===== config.mk =====
export PLATFORM = sky130hd
export DESIGN_NAME = battery_protection_control_regs
export DESIGN_NICKNAME = d
export VERILOG_FILES = /design/src/bp_ctl_pkg.sv /design/src/battery_protection_control_regs.sv
export VERILOG_INCLUDE_DIRS = /design/src
export SDC_FILE = /design/constraint.sdc
export NUM_CORES = 1
export LEC_CHECK = 0
export ABC_AREA = 1
export CORE_UTILIZATION = 55
export DETAILED_ROUTE_END_ITERATION = 10
export DONT_BUFFER_PORTS = 1
export PLACE_DENSITY_LB_ADDON = 0.05
export SLEW_MARGIN = 15
export SYNTH_ARGS = -nofsm -noshare
export SYNTH_HDL_FRONTEND = slang
export SYNTH_SLANG_ARGS = --single-unit

===== constraint.sdc =====
create_clock -name clk_sys -period 13.81 [get_ports clk_sys]
set_input_delay 1.381 -clock clk_sys [delete_from_list [all_inputs] [get_ports clk_sys]]
set_output_delay 1.381 -clock clk_sys [all_outputs]
set_load 0.01 [all_outputs]

===== src/bp_ctl_regs.svh =====
`ifndef BP_CTL_REGS_SVH
`define BP_CTL_REGS_SVH

// ****************************************************************
// Bus address and register offsets
// ****************************************************************
`define I2C_ADDR     7'h5D
`define OFS_CM       8'h02
`define OFS_SC1      8'h03
`define OFS_SC2      8'h04
`define OFS_ACT      8'h05
`define OFS_OT       8'h06
`define OFS_STAT     8'h07
`define OFS_MASK     8'h08
`define OFS_FLAG     8'h09

// ****************************************************************
// Reset values and writable bits
// ****************************************************************
`define RST_CM       8'h00
`define RST_SC1      8'h81
`define RST_SC2      8'h01
`define RST_ACT      3'h3
`define RST_OT       8'h92
`define RST_MASK     8'h00
`define WM_CM        8'hE0
`define WM_SC1       8'hC7
`define WM_SC2       8'h1F
`define WM_OT        8'h93
`define WM_MASK      8'h1D
`define WM_FLAG      8'h1D

// ****************************************************************
// Field positions and codes
// ****************************************************************
`define CM_EN        7
`define CM_ZERO      6
`define CM_GAIN      5
`define SC_EN        7:6
`define SC_ON        2'h1
`define SC_TH        2:0
`define SC_TD        4:0
`define ACT_F        2:0
`define OT_EN        7
`define OT_ACT       4
`define OT_TH        1:0
`define ST_DRV       7:5
`define ST_OT        4
`define ST_WB        3
`define ST_WA        2
`define ST_SC        0
`define BYTE_BITS    4'h8

// ****************************************************************
// Timing
// ****************************************************************
`define CLK_MHZ      250
`define US_PER_MS    1000
`define NS_PER_US    1000
`define DBN_STEP_US  32
`define WAKE_B_US    10
`define WAKE_A_MS    1
`define IRQ_PULSE_NS 200

`endif


===== src/bp_ctl_pkg.sv =====
package bp_ctl_pkg;

  typedef struct packed {
    logic charge_gate_control_in;
    logic discharge_control_in_b;
    logic discharge_control_in_a;
  } gate_ctl_t;

  typedef struct packed {
    logic charge_gate_output;
    logic discharge_gate_output_b;
    logic discharge_gate_output_a;
  } gate_out_t;

  typedef struct packed {
    logic current_monitor_enable;
    logic amp_inputs_grounded;
    logic gain_select;
  } amp_cfg_t;

  typedef struct packed {
    logic      scl;
    logic      sda;
    gate_ctl_t ctl;
    logic      wake_a;
    logic      wake_a_low;
    logic      wake_b;
    logic      short_cmp;
    logic      ot_above;
    logic      ot_below_hys;
  } pins_t;

  typedef enum logic [3:0] {
    st_idle,
    st_addr,
    st_addr_ack,
    st_ptr,
    st_ptr_ack,
    st_wr,
    st_wr_ack,
    st_rd,
    st_rd_ack
  } i2c_state_t;

endpackage


===== src/battery_protection_control_regs.sv =====
`timescale 1ns/1ps
`include "bp_ctl_regs.svh"
// Overview of operation
// - Monitor enable bit powers current amplifier.
// - Zero bit grounds both amplifier inputs.
// - Gain bit picks ten or fifty.
// - Short detection active only for code 01.
// - Threshold code selects 50 to 400 mV.
// - Short event pulls interrupt line low.
// - Debounce time is code times 32 us.
// - Action bits shut and lock gate drivers.
// - Lock released by control input falling edge.
// - Action bit writable only while control low.
// - Over-temperature enable bit, resets to one.
// - Over-temperature locks balance until cleared.
// - Two-bit code selects temperature trip point.
// - Over-temperature status with hysteresis release.
// - Status shows the three driver states.
// - Wake B after 10 us resets sleep.
// - Wake A after 1 ms, clears below 1.5V.
// - Short status follows the short event.
// - Mask bit suppresses pulse, keeps flag.
// - Flags set on rise, cleared by read.
// - I2C slave at address 1011101.
// - Sleep only for code 01, reset 10.
module battery_protection_control_regs #(
  parameter int DBN_STEP_CYCLES = `DBN_STEP_US * `CLK_MHZ,
  parameter int WAKE_A_CYCLES   = `WAKE_A_MS * `US_PER_MS * `CLK_MHZ,
  parameter int CNT_W           = 18
) (
  input  wire logic                 clk_sys,
  input  wire logic                 resetn,
  input  wire logic                 scl,
  input  wire logic                 sda_in,
  output logic                      sda_out,
  output logic                      sda_drive_n,
  input  wire bp_ctl_pkg::gate_ctl_t gate_ctl_in,
  output bp_ctl_pkg::gate_out_t     gate_out,
  input  wire logic                 hv_wake_pin_a,
  input  wire logic                 hv_wake_a_low,
  input  wire logic                 hv_wake_pin_b,
  input  wire logic                 short_cmp,
  input  wire logic                 overtemp_above,
  input  wire logic                 overtemp_below_hys,
  input  wire logic                 balance_cleared,
  output bp_ctl_pkg::amp_cfg_t      amp_cfg,
  output logic                      short_detect_on,
  output logic [2:0]                short_threshold_level,
  output logic                      overtemp_detect_enable,
  output logic [1:0]                overtemp_threshold,
  output logic                      balance_lock,
  output logic                      sleep_reset,
  output logic                      soft_wake,
  output logic                      irq_out_n
);
  import bp_ctl_pkg::*;

  localparam int WAKE_B_CYCLES = `WAKE_B_US * `CLK_MHZ;
  localparam int IRQ_CYCLES    = `IRQ_PULSE_NS * `CLK_MHZ / `NS_PER_US;
  localparam logic [2:0] ACT_RST = `RST_ACT;
  // The bus lines idle high, so the sampled copies start high as well and
  // no false bus edge is seen when reset lets go.
  localparam pins_t PINS_IDLE = '{scl: 1'b1, sda: 1'b1, ctl: '0,
                                  default: 1'b0};

  pins_t            pin_now;
  pins_t            s1;
  pins_t            s2;
  logic             scl_d;
  logic             sda_d;
  logic             scl_rise;
  logic             scl_fall;
  logic             i2c_start;
  logic             i2c_stop;
  i2c_state_t       st;
  logic [3:0]       bitcnt;
  logic [7:0]       shift;
  logic [7:0]       tx;
  logic [7:0]       ptr;
  logic             rw;
  logic             mack;
  logic             wr_stb;
  logic             rd_stb;
  logic [7:0]       rd_data;
  logic [7:0]       cm;
  logic [7:0]       sc1;
  logic [7:0]       sc2;
  logic [2:0]       act;
  logic [7:0]       ot;
  logic [7:0]       mask;
  logic [7:0]       flags;
  logic [7:0]       status;
  logic [7:0]       status_d;
  logic [7:0]       rise;
  logic [2:0]       lock;
  logic [2:0]       drv;
  logic [2:0]       ctl_d;
  logic [CNT_W-1:0] dbn_cnt;
  logic [CNT_W-1:0] dbn_target;
  logic             short_status;
  logic             ot_status;
  logic [CNT_W-1:0] wa_cnt;
  logic [CNT_W-1:0] wb_cnt;
  logic             wake_a_status;
  logic             wake_b_status;
  logic             irq_fire;
  logic [7:0]       irq_cnt;

  // ****************************************************************
  // Pin synchronisers
  // ****************************************************************
  assign pin_now = {scl, sda_in, gate_ctl_in, hv_wake_pin_a,
                    hv_wake_a_low, hv_wake_pin_b, short_cmp,
                    overtemp_above, overtemp_below_hys};

  always_ff @(posedge clk_sys or negedge resetn) begin
    if (!resetn) begin
      s1    <= PINS_IDLE;
      s2    <= PINS_IDLE;
      scl_d <= 1'b1;
      sda_d <= 1'b1;
      ctl_d <= 3'h0;
    end else begin
      s1    <= pin_now;
      s2    <= s1;
      scl_d <= s2.scl;
      sda_d <= s2.sda;
      ctl_d <= s2.ctl;
    end
  end

  assign scl_rise  = s2.scl & ~scl_d;
  assign scl_fall  = ~s2.scl & scl_d;
  assign i2c_start = s2.scl & scl_d & sda_d & ~s2.sda;
  assign i2c_stop  = s2.scl & scl_d & ~sda_d & s2.sda;
  assign sda_out   = 1'b0;

  // ****************************************************************
  // I2C slave
  // ****************************************************************
  // The bus clock is oversampled, so every bus edge is seen as a
  // one-cycle event and the data line is only moved after SCL falls.
  always_ff @(posedge clk_sys or negedge resetn) begin
    if (!resetn) begin
      st          <= st_idle;
      bitcnt      <= 4'h0;
      shift       <= 8'h00;
      tx          <= 8'h00;
      ptr         <= 8'h00;
      rw          <= 1'b0;
      mack        <= 1'b1;
      wr_stb      <= 1'b0;
      rd_stb      <= 1'b0;
      sda_drive_n <= 1'b1;
    end else begin
      wr_stb <= 1'b0;
      rd_stb <= 1'b0;
      if (i2c_start) begin
        st          <= st_addr;
        bitcnt      <= 4'h0;
        sda_drive_n <= 1'b1;
      end else if (i2c_stop) begin
        st          <= st_idle;
        sda_drive_n <= 1'b1;
      end else if (scl_rise) begin
        case (st)
          st_addr, st_ptr, st_wr: begin
            shift  <= {shift[6:0], s2.sda};
            bitcnt <= bitcnt + 4'h1;
          end
          st_rd: begin
            bitcnt <= bitcnt + 4'h1;
          end
          st_rd_ack: begin
            mack <= s2.sda;
          end
          default: begin
          end
        endcase
      end else if (scl_fall) begin
        case (st)
          st_addr: begin
            if (bitcnt == `BYTE_BITS) begin
              if (shift[7:1] == `I2C_ADDR) begin
                st          <= st_addr_ack;
                rw          <= shift[0];
                sda_drive_n <= 1'b0;
              end else begin
                st <= st_idle;
              end
            end
          end
          st_addr_ack, st_rd_ack: begin
            bitcnt <= 4'h0;
            if ((st == st_addr_ack && rw) ||
                (st == st_rd_ack && !mack)) begin
              st          <= st_rd;
              tx          <= {rd_data[6:0], 1'b0};
              sda_drive_n <= rd_data[7];
              rd_stb      <= (ptr == `OFS_FLAG);
            end else begin
              st          <= (st == st_addr_ack) ? st_ptr : st_idle;
              sda_drive_n <= 1'b1;
            end
          end
          st_ptr: begin
            if (bitcnt == `BYTE_BITS) begin
              st          <= st_ptr_ack;
              ptr         <= shift;
              sda_drive_n <= 1'b0;
            end
          end
          st_wr: begin
            if (bitcnt == `BYTE_BITS) begin
              st          <= st_wr_ack;
              wr_stb      <= 1'b1;
              sda_drive_n <= 1'b0;
            end
          end
          st_ptr_ack, st_wr_ack: begin
            if (st == st_wr_ack) begin
              ptr <= ptr + 8'h01;
            end
            st          <= st_wr;
            bitcnt      <= 4'h0;
            sda_drive_n <= 1'b1;
          end
          st_rd: begin
            if (bitcnt == `BYTE_BITS) begin
              st          <= st_rd_ack;
              ptr         <= ptr + 8'h01;
              sda_drive_n <= 1'b1;
            end else begin
              tx          <= {tx[6:0], 1'b0};
              sda_drive_n <= tx[7];
            end
          end
          default: begin
            st <= st_idle;
          end
        endcase
      end
    end
  end

  always_comb begin
    case (ptr)
      `OFS_CM:   rd_data = cm;
      `OFS_SC1:  rd_data = sc1;
      `OFS_SC2:  rd_data = sc2;
      `OFS_ACT:  rd_data = {5'h00, act};
      `OFS_OT:   rd_data = ot;
      `OFS_STAT: rd_data = status;
      `OFS_MASK: rd_data = mask;
      `OFS_FLAG: rd_data = flags;
      default:   rd_data = 8'h00;
    endcase
  end

  // ****************************************************************
  // Configuration registers
  // ****************************************************************
  always_ff @(posedge clk_sys or negedge resetn) begin
    if (!resetn) begin
      cm        <= `RST_CM;
      sc1       <= `RST_SC1;
      sc2       <= `RST_SC2;
      ot        <= `RST_OT;
      mask      <= `RST_MASK;
      soft_wake <= 1'b0;
    end else if (wr_stb) begin
      case (ptr)
        `OFS_CM:   cm   <= shift & `WM_CM;
        `OFS_SC1:  sc1  <= shift & `WM_SC1;
        `OFS_SC2:  sc2  <= shift & `WM_SC2;
        `OFS_OT:   ot   <= shift & `WM_OT;
        `OFS_MASK: mask <= shift & `WM_MASK;
        `OFS_STAT: soft_wake <= shift[`ST_WA];
        default: begin
        end
      endcase
    end
  end

  assign amp_cfg = {cm[`CM_EN], cm[`CM_ZERO], cm[`CM_GAIN]};
  assign short_detect_on = (sc1[`SC_EN] == `SC_ON);
  assign short_threshold_level = sc1[`SC_TH];
  assign overtemp_detect_enable = ot[`OT_EN];
  assign overtemp_threshold = ot[`OT_TH];

  // ****************************************************************
  // Short-current debounce
  // ****************************************************************
  assign dbn_target = CNT_W'(sc2[`SC_TD] * DBN_STEP_CYCLES);

  always_ff @(posedge clk_sys or negedge resetn) begin
    if (!resetn) begin
      dbn_cnt      <= '0;
      short_status <= 1'b0;
    end else if (!(short_detect_on && s2.short_cmp)) begin
      dbn_cnt      <= '0;
      short_status <= 1'b0;
    end else if (dbn_cnt >= dbn_target) begin
      short_status <= 1'b1;
    end else begin
      dbn_cnt <= dbn_cnt + 1'b1;
    end
  end

  // ****************************************************************
  // Gate driver lock, one slice per driver
  // ****************************************************************
  // The control inputs come through the synchronisers, so a release
  // edge and the driver state both lag the pin by three cycles.
  genvar g;
  generate
    for (g = 0; g < 3; g++) begin : gate_slice
      always_ff @(posedge clk_sys or negedge resetn) begin
        if (!resetn) begin
          act[g] <= ACT_RST[g];
        end else if (wr_stb && ptr == `OFS_ACT && !s2.ctl[g]) begin
          act[g] <= shift[g];
        end
      end

      always_ff @(posedge clk_sys or negedge resetn) begin
        if (!resetn) begin
          lock[g] <= 1'b0;
          drv[g]  <= 1'b0;
        end else begin
          if (short_status && !status_d[`ST_SC] && act[g]) begin
            lock[g] <= 1'b1;
          end else if (ctl_d[g] && !s2.ctl[g]) begin
            lock[g] <= 1'b0;
          end
          drv[g] <= s2.ctl[g] & ~lock[g];
        end
      end

    end
  endgenerate

  assign gate_out = drv;

  // ****************************************************************
  // Over-temperature and balance lock
  // ****************************************************************
  always_ff @(posedge clk_sys or negedge resetn) begin
    if (!resetn) begin
      ot_status <= 1'b0;
    end else if (!ot[`OT_EN]) begin
      ot_status <= 1'b0;
    end else if (s2.ot_above) begin
      ot_status <= 1'b1;
    end else if (s2.ot_below_hys) begin
      ot_status <= 1'b0;
    end
  end

  always_ff @(posedge clk_sys or negedge resetn) begin
    if (!resetn) begin
      balance_lock <= 1'b0;
    end else if (ot_status && !status_d[`ST_OT] && ot[`OT_ACT]) begin
      balance_lock <= 1'b1;
    end else if (balance_cleared) begin
      balance_lock <= 1'b0;
    end
  end

  // ****************************************************************
  // High-voltage wake detection
  // ****************************************************************
  always_ff @(posedge clk_sys or negedge resetn) begin
    if (!resetn) begin
      wb_cnt        <= '0;
      wake_b_status <= 1'b0;
    end else if (!s2.wake_b) begin
      wb_cnt        <= '0;
      wake_b_status <= 1'b0;
    end else if (wb_cnt >= CNT_W'(WAKE_B_CYCLES)) begin
      wake_b_status <= 1'b1;
    end else begin
      wb_cnt <= wb_cnt + 1'b1;
    end
  end

  always_ff @(posedge clk_sys or negedge resetn) begin
    if (!resetn) begin
      wa_cnt        <= '0;
      wake_a_status <= 1'b0;
    end else begin
      if (!s2.wake_a) begin
        wa_cnt <= '0;
      end else if (wa_cnt < CNT_W'(WAKE_A_CYCLES)) begin
        wa_cnt <= wa_cnt + 1'b1;
      end
      if (s2.wake_a_low) begin
        wake_a_status <= 1'b0;
      end else if (wa_cnt >= CNT_W'(WAKE_A_CYCLES)) begin
        wake_a_status <= 1'b1;
      end
    end
  end

  // Sleep field itself lives outside; it takes this pulse as a reset
  // to its power-on code, which keeps the part awake.
  always_ff @(posedge clk_sys or negedge resetn) begin
    if (!resetn) begin
      sleep_reset <= 1'b0;
    end else begin
      sleep_reset <= rise[`ST_WB] | rise[`ST_WA];
    end
  end

  // ****************************************************************
  // Status, flags and interrupt line
  // ****************************************************************
  always_comb begin
    status          = 8'h00;
    status[`ST_DRV] = drv;
    status[`ST_OT]  = ot_status;
    status[`ST_WB]  = wake_b_status;
    status[`ST_WA]  = wake_a_status;
    status[`ST_SC]  = short_status;
  end

  assign rise     = status & ~status_d & `WM_FLAG;
  assign irq_fire = |(rise & ~mask);

  always_ff @(posedge clk_sys or negedge resetn) begin
    if (!resetn) begin
      status_d <= 8'h00;
      flags    <= 8'h00;
    end else begin
      status_d <= status;
      flags    <= (flags & ~{8{rd_stb}}) | rise;
    end
  end

  // The line stays low through an unmasked live short as well as for a fixed
  // pulse on each unmasked edge, so an unmasked short cannot be missed.
  always_ff @(posedge clk_sys or negedge resetn) begin
    if (!resetn) begin
      irq_cnt   <= 8'h00;
      irq_out_n <= 1'b1;
    end else begin
      if (irq_fire) begin
        irq_cnt <= 8'(IRQ_CYCLES - 1);
      end else if (irq_cnt != 8'h00) begin
        irq_cnt <= irq_cnt - 8'h01;
      end
      irq_out_n <= ~(irq_fire || irq_cnt != 8'h00 ||
                     (short_status && !mask[`ST_SC]));
    end
  end
endmodule


# [Yosys cells after proc, flatten, opt, wreduce, memory -nomap -nowiden]
# Cells that the tools add are included.
[word_totals] reg_bits=176 in_bits=14 out_inout_bits=19 wordCells=276
[op_classes] addsub=6 multipliers=1 order_cmp=4 eq_ne=39 mux=73 bitwise=29 reduce_logical=61
[ops] cell="2-to-1 mux 18 bit" count=6
[ops] cell="one-hot mux 8 bit (8 select lines)" count=1
[ops] cell="2-to-1 mux 4 bit" count=14
[ops] cell="2-to-1 mux 8 bit" count=7
[ops] cell="adder 18 x 1 -> 18 bit (second input constant)" count=3
[ops] cell="2-to-1 mux 1 bit" count=38
[ops] cell="== test 8 x 3 -> 1 bit (second input constant)" count=4
[ops] cell="one-hot mux 4 bit (6 select lines)" count=1
[ops] cell="one-hot mux 8 bit (3 select lines)" count=1
[ops] cell="!= test 4 bit (second input constant)" count=5
[ops] cell="greater-or-equal comparator 18 x 12 -> 1 bit (second input constant)" count=1
[ops] cell="greater-or-equal comparator 18 bit" count=1
[ops] cell="greater-or-equal comparator 18 bit (second input constant)" count=1
[ops] cell="< comparator 18 bit (second input constant)" count=1
[ops] cell="logical AND 1 bit" count=17
[ops] cell="== test 4 x 3 -> 1 bit (second input constant)" count=4
[ops] cell="== test 8 x 2 -> 1 bit (second input constant)" count=2
[ops] cell="== test 8 x 4 -> 1 bit (second input constant)" count=2
[ops] cell="!= test 2 bit (second input constant)" count=8
[ops] cell="one-hot mux 8 bit (2 select lines)" count=1
[ops] cell="AND reduction 7 bit" count=2
[ops] cell="nonzero test 2 bit" count=7
[ops] cell="multiplier 5 x 7 -> 12 bit (second input constant)" count=1
[ops] cell="AND reduction 2 bit" count=6
[ops] cell="other kinds (38)" count=79

# [Depth between registers and ports, before layout]
[depth] depth_word=9 depth_mapped=21 mapped_depth_nobuf=20

# [Least setup slack after synthesis]
# OpenSTA, ideal clock, no wires.
[synth_timing] path_kind="reg2reg" from="register sc2[2]" to="register dbn_cnt[10]" setup_ns=0.066 t_arrival_ns=4.307 required_ns=13.744 path_slack_ns=9.437 path_stages_with_launch=22 path_buffers=1 period_less_slack_ns=4.373 path_cell_list="dfrtp_1 fa_1 fa_1 inv_1 fa_1 inv_1 ha_1 nand2_1 o21ai_0 a21oi_1 nor2_1 nor2_1 xor2_1 ha_1 a21oi_1 o21ai_0 a21oi_1 nand3_1 nand2_1 buf_2 nand2_1 nand2_1"
[synth_between] elab_chain_len=3
[synth_rtl] item="start, declared" line="battery_protection_control_regs.sv:87" rtl="logic [7:0] sc2;"
[synth_rtl] item="start signal, assigned" line="battery_protection_control_regs.sv:267" rtl="sc2 <= `RST_SC2;"
[synth_rtl] item="start signal, assigned" line="battery_protection_control_regs.sv:275" rtl="`OFS_SC2: sc2 <= shift & `WM_SC2;"
[synth_rtl] item="multiplier 5 x 7 -> 12 bit" line="battery_protection_control_regs.sv:294" rtl="assign dbn_target = CNT_W'(sc2[`SC_TD] * DBN_STEP_CYCLES);"
[synth_rtl] item="greater-or-equal comparator 18 bit" line="battery_protection_control_regs.sv:303" rtl="end else if (dbn_cnt >= dbn_target) begin"
[synth_rtl] item="!= test 2 bit (no line)"
[synth_rtl] item="end signal, assigned" line="battery_protection_control_regs.sv:306" rtl="dbn_cnt <= dbn_cnt + 1'b1;"
[synth_rtl] item="end, declared" line="battery_protection_control_regs.sv:98" rtl="logic [CNT_W-1:0] dbn_cnt;"
# No other way between the ends.
# A chain may end at the register's enable or synchronous reset.

# [Worst setup path in the final report]
[layout_timing] from="register sc2[2]" to="register dbn_cnt[7]"
# The elaborated chain is that of the path after synthesis.

==> results.yml <==
synth:
  syn-num-nets: 1313
  synth_edf_count: 0
  syn_area_um2: 9940
  synthCells: 1238
  synth_cell_type_count: 46
  async_reset_ff_share_pct: 100
  yosysTopAreaCell: "dfrtp_1"
  synth-main-ff-cell: "dfrtp_1"
  syn_avg_cell_area_um2: 8.03
  netlist_top_cells_area: "dfrtp_1 40%, nand2_1 12%, ha_1 6.4%, inv_1 5.7%, nor2_1 5.2%"
  synth_seq_cells: 175
  netlist.area_leader.share_pct: 39.8
  seq_area_frac_synth_pct: 44.3
  synth_warnings: 0
timing:
  worst_pin_slew_ns: 0.807
  hold_viol_final: 0
  drv_slew: 0
  setup-tns-final_ns: 0
  setup_viol_count_final: 0
  post-route-min-period_ns: 5.67
  fmaxAchievable_mhz: 177
  slew_headroom_pct: 46.1
  holdWs_ns: 0.351
  rsz0062_at_grt: "no"
  timing.final.crit_share_pct: 41.0
  fin_skew_ns: 0.0150
route:
  first_pass_iters: 5
  final_antenna_net_count: 0
  wl_per_cell_um: 14.1
  drt_iter0_drc: 553
  drcViolationCount: 0
  totalWireLength_um: 20700
  vias_per_cell: 5.27
  via_count: 7740
power_and_ir_drop:
  clkPwrFrac_pct: 45.8
  p_sw_uw: 246
  finalPower_uw: 1030
  p_int_uw: 787
  seqPwrFrac_pct: 51.6
  ir_drop_v: 0.000100
  p_per_area_nw_per_um2: 97.0
  power.leakage_uw: 0.00516
  swShare_pct: 23.8
  p_comb_share_pct: 2.6
critical_path:
  start_kind: "flip-flop"
  critPathSlowestCell: "nand2_1"
  max_stage_delay_ns: 0.78
  crit_top_cell: "nand2_1"
  crit_type: "reg2reg"
  crit_path_end_kind: "flip-flop"
  cp.arrival_ns: 6.02
  cp_data_required_time_ns: 14.17
  r2r_slack_ns: 8.14
  cp_max_fo: 21
  crit_chain: "fa_1, fa_1, inv_1, fa_1, inv_1, ha_1, nand2_1, o21ai_0, a21oi_1, nor2_1, nor2_1, xor2_1, ha_1, a21oi_1, o21ai_0, a21oi_1, nand3_1, nand2_1, nand2_1, nand2_1"
  r2r_cells: 20
floorplan:
  rows: 48
  ioPinCount: 33
  die_w_um: 136
  core_um2: 17500
  fp.dieH_um: 136
  start_util_pct: 56.9
  die-area_um2: 18600
grt:
  grt_usage_pct: 23.8
  grt_pass1_wl_um: 34300
  antenna_found_initial: 0
  grt_max_degree: 176
  grt_pass1_vias: 6927
  grt-ovfl-total: 0
clock_tree:
  cts-root-buf: "clkbuf_16"
  cts_buffer_depth: 2
  cts_tree: "yes"
  clkSlewWorstSetupHoldPaths_ns: 0.07
  htreeDepth: 4
  postCtsHoldBufs: 0
  clk_latency_ns: 0.43
  cts.repair.resized: 0
  cts_sinks: 175
  cts_buffers: 17
  postCtsSetupBuffers: 0
cells_and_area:
  antenna_cells: 0
  final_area_um2: 10600
  final_cell_count_no_fill: 1469
  nNetsFinal: 1306
  area.growth.synth_to_final_pct: 7.08
  drive_gt1_share_pct: 7.40
  fill_cells: 1554
outcome:
  status: "finished clean"
placement:
  place_congestion: 0.827
  numPortBuffers: 0
  place_area_um2: 10100
  dp_hpwl_um: 14700
  dp_cells: 1437
hold_path:
  min_path_cells: 0
  hp-class: "reg2reg"
job:
  drv_cap: 0
[worst max-delay path: cells and delay by family, from the launching register on]
kind,cells,cell delay (ns)
AO/OA/AOI/OAI,5,0.78
XOR/XNOR,1,0.14
flip-flops,1,0.50
adder cells (fa/ha/maj),5,2.28
buffers and inverters,2,0.09
AND/OR/NAND/NOR,7,1.79
[stage by stage]
step,util (%),setup WS [ns]
2_1_floorplan,-,9.44
3_3_place_gp,57.6,8.37
3_5_place_dp,57.6,8.20
4_1_cts,60.9,8.18
5_1_grt,60.9,7.64
6_report,60.9,8.14
[final timing paths]
path	from	end
max	sc2[2]	dbn_cnt[7]
min	s1[3]	s2[3]
max reg2reg	sc2[2]	dbn_cnt[7]
min reg2reg	s1[3]	s2[3]
max in group asynchronous	resetn	sc1[0]
min in group asynchronous	resetn	dbn_cnt[2]
[cell usage in the layout, fill, tap and decap left out, drive strengths merged, types with 6 or more instances in the layout]
| cell type | netlist | routed |
|---|---|---|
| o31ai | 6 | 6 |
| inv | 156 | 163 |
| dfstp | 17 | 17 |
| xnor2 | 8 | 8 |
| xor2 | 40 | 40 |
| o21ai | 91 | 91 |
| a21oi | 34 | 34 |
| clkbuf | 7 | 18 |
| dfrtp | 158 | 158 |
| nand3 | 99 | 99 |
| ha | 51 | 51 |
| nand3b | 6 | 6 |
| nor3 | 19 | 19 |
| nand4 | 18 | 18 |
| fa | 10 | 10 |
| nor2 | 148 | 148 |
| nand2 | 316 | 316 |
[cells in the mapped netlist (2+ instances only)]
master    count
nand2_1     306
dfrtp_1     158
inv_1       150
nor2_1      139
nand3_1      94
o21ai_0      77
ha_1         51
xor2_1       40
a21oi_1      34
nor3_1       19
nand4_1      18
dfstp_2      17
fa_1         10
nand2_2      10
o21ai_2      10
buf_4         9
buf_2         8
xnor2_1       8
clkbuf_1      7
inv_2         6
nand3b_1      6
nor2_2        6
o31ai_1       6
nand3_2       5
nor3b_1       4
o211ai_1      4
o21ai_1       4
a22o_1        3
nor4_1        3
or2_2         3
a211oi_1      2
a31oi_1       2
buf_6         2
clkinv_1      2
nor2_4        2
o21a_1        2
o22ai_1       2
[power by group through the flow]
stage | clock network, uW | logic, uW | registers, uW
final | 474 | 26.9 | 533
after global routing | 506 | 30.8 | 534
after CTS | 487 | 27.0 | 533
after detailed placement | 0 | 26.8 | 542
after global placement | 0 | 26.1 | 542
after floorplan | 0 | 21.3 | 539
[per-layer routing]
layer | vias up | track usage (%) | part of all wire [%]
met3 | 13 | 5.48 | 5.2
met1 | 3626 | 34.5 | 49
li1 | 3953 | - | -
met2 | 148 | 35.1 | 44
met4 | 0 | 7.65 | 1.2
met5 | - | 0 | 0
[cell type report]
| cell class | instances | area, um^2 | share of cell area [%] |
|---|---|---|---|
| well taps | 225 | 282 | 2.64 |
| inverters | 158 | 593 | 5.57 |
| multi-input cells | 879 | 4790 | 45.0 |
| clock buffers | 18 | 429 | 4.03 |
| flip-flops and latches | 175 | 4400 | 41.3 |
| clock inverters | 14 | 150 | 1.41 |
[logic make-up (layout without fill, tap and decap cells)]
kind of cell             after synthesis  count (layout)  synth area share (%)
flip-flops                           175             175                  44.3
adder cells (fa/ha/maj)               61              61                  8.43
other                                  1               1                0.0377
AO/OA/AOI/OAI                        152             152                  8.73
multiplexers                           1               1                 0.101
buffers and inverters                184             190                  7.54
AND/OR/NAND/NOR                      616             616                  26.7
XOR/XNOR                              48              48                  4.23
[sequential cells by signal, indices dropped and copies added, names as in the netlist, 5 cells and up]
register and count:
flags 8, dbn_cnt 18, sc1 5, wb_cnt 18
tx 7, s2 11, wa_cnt 18, ptr 8
shift 8, sc2 5, irq_cnt 8, s1 11
Note: power is estimated with default switching activity, not from simulation.
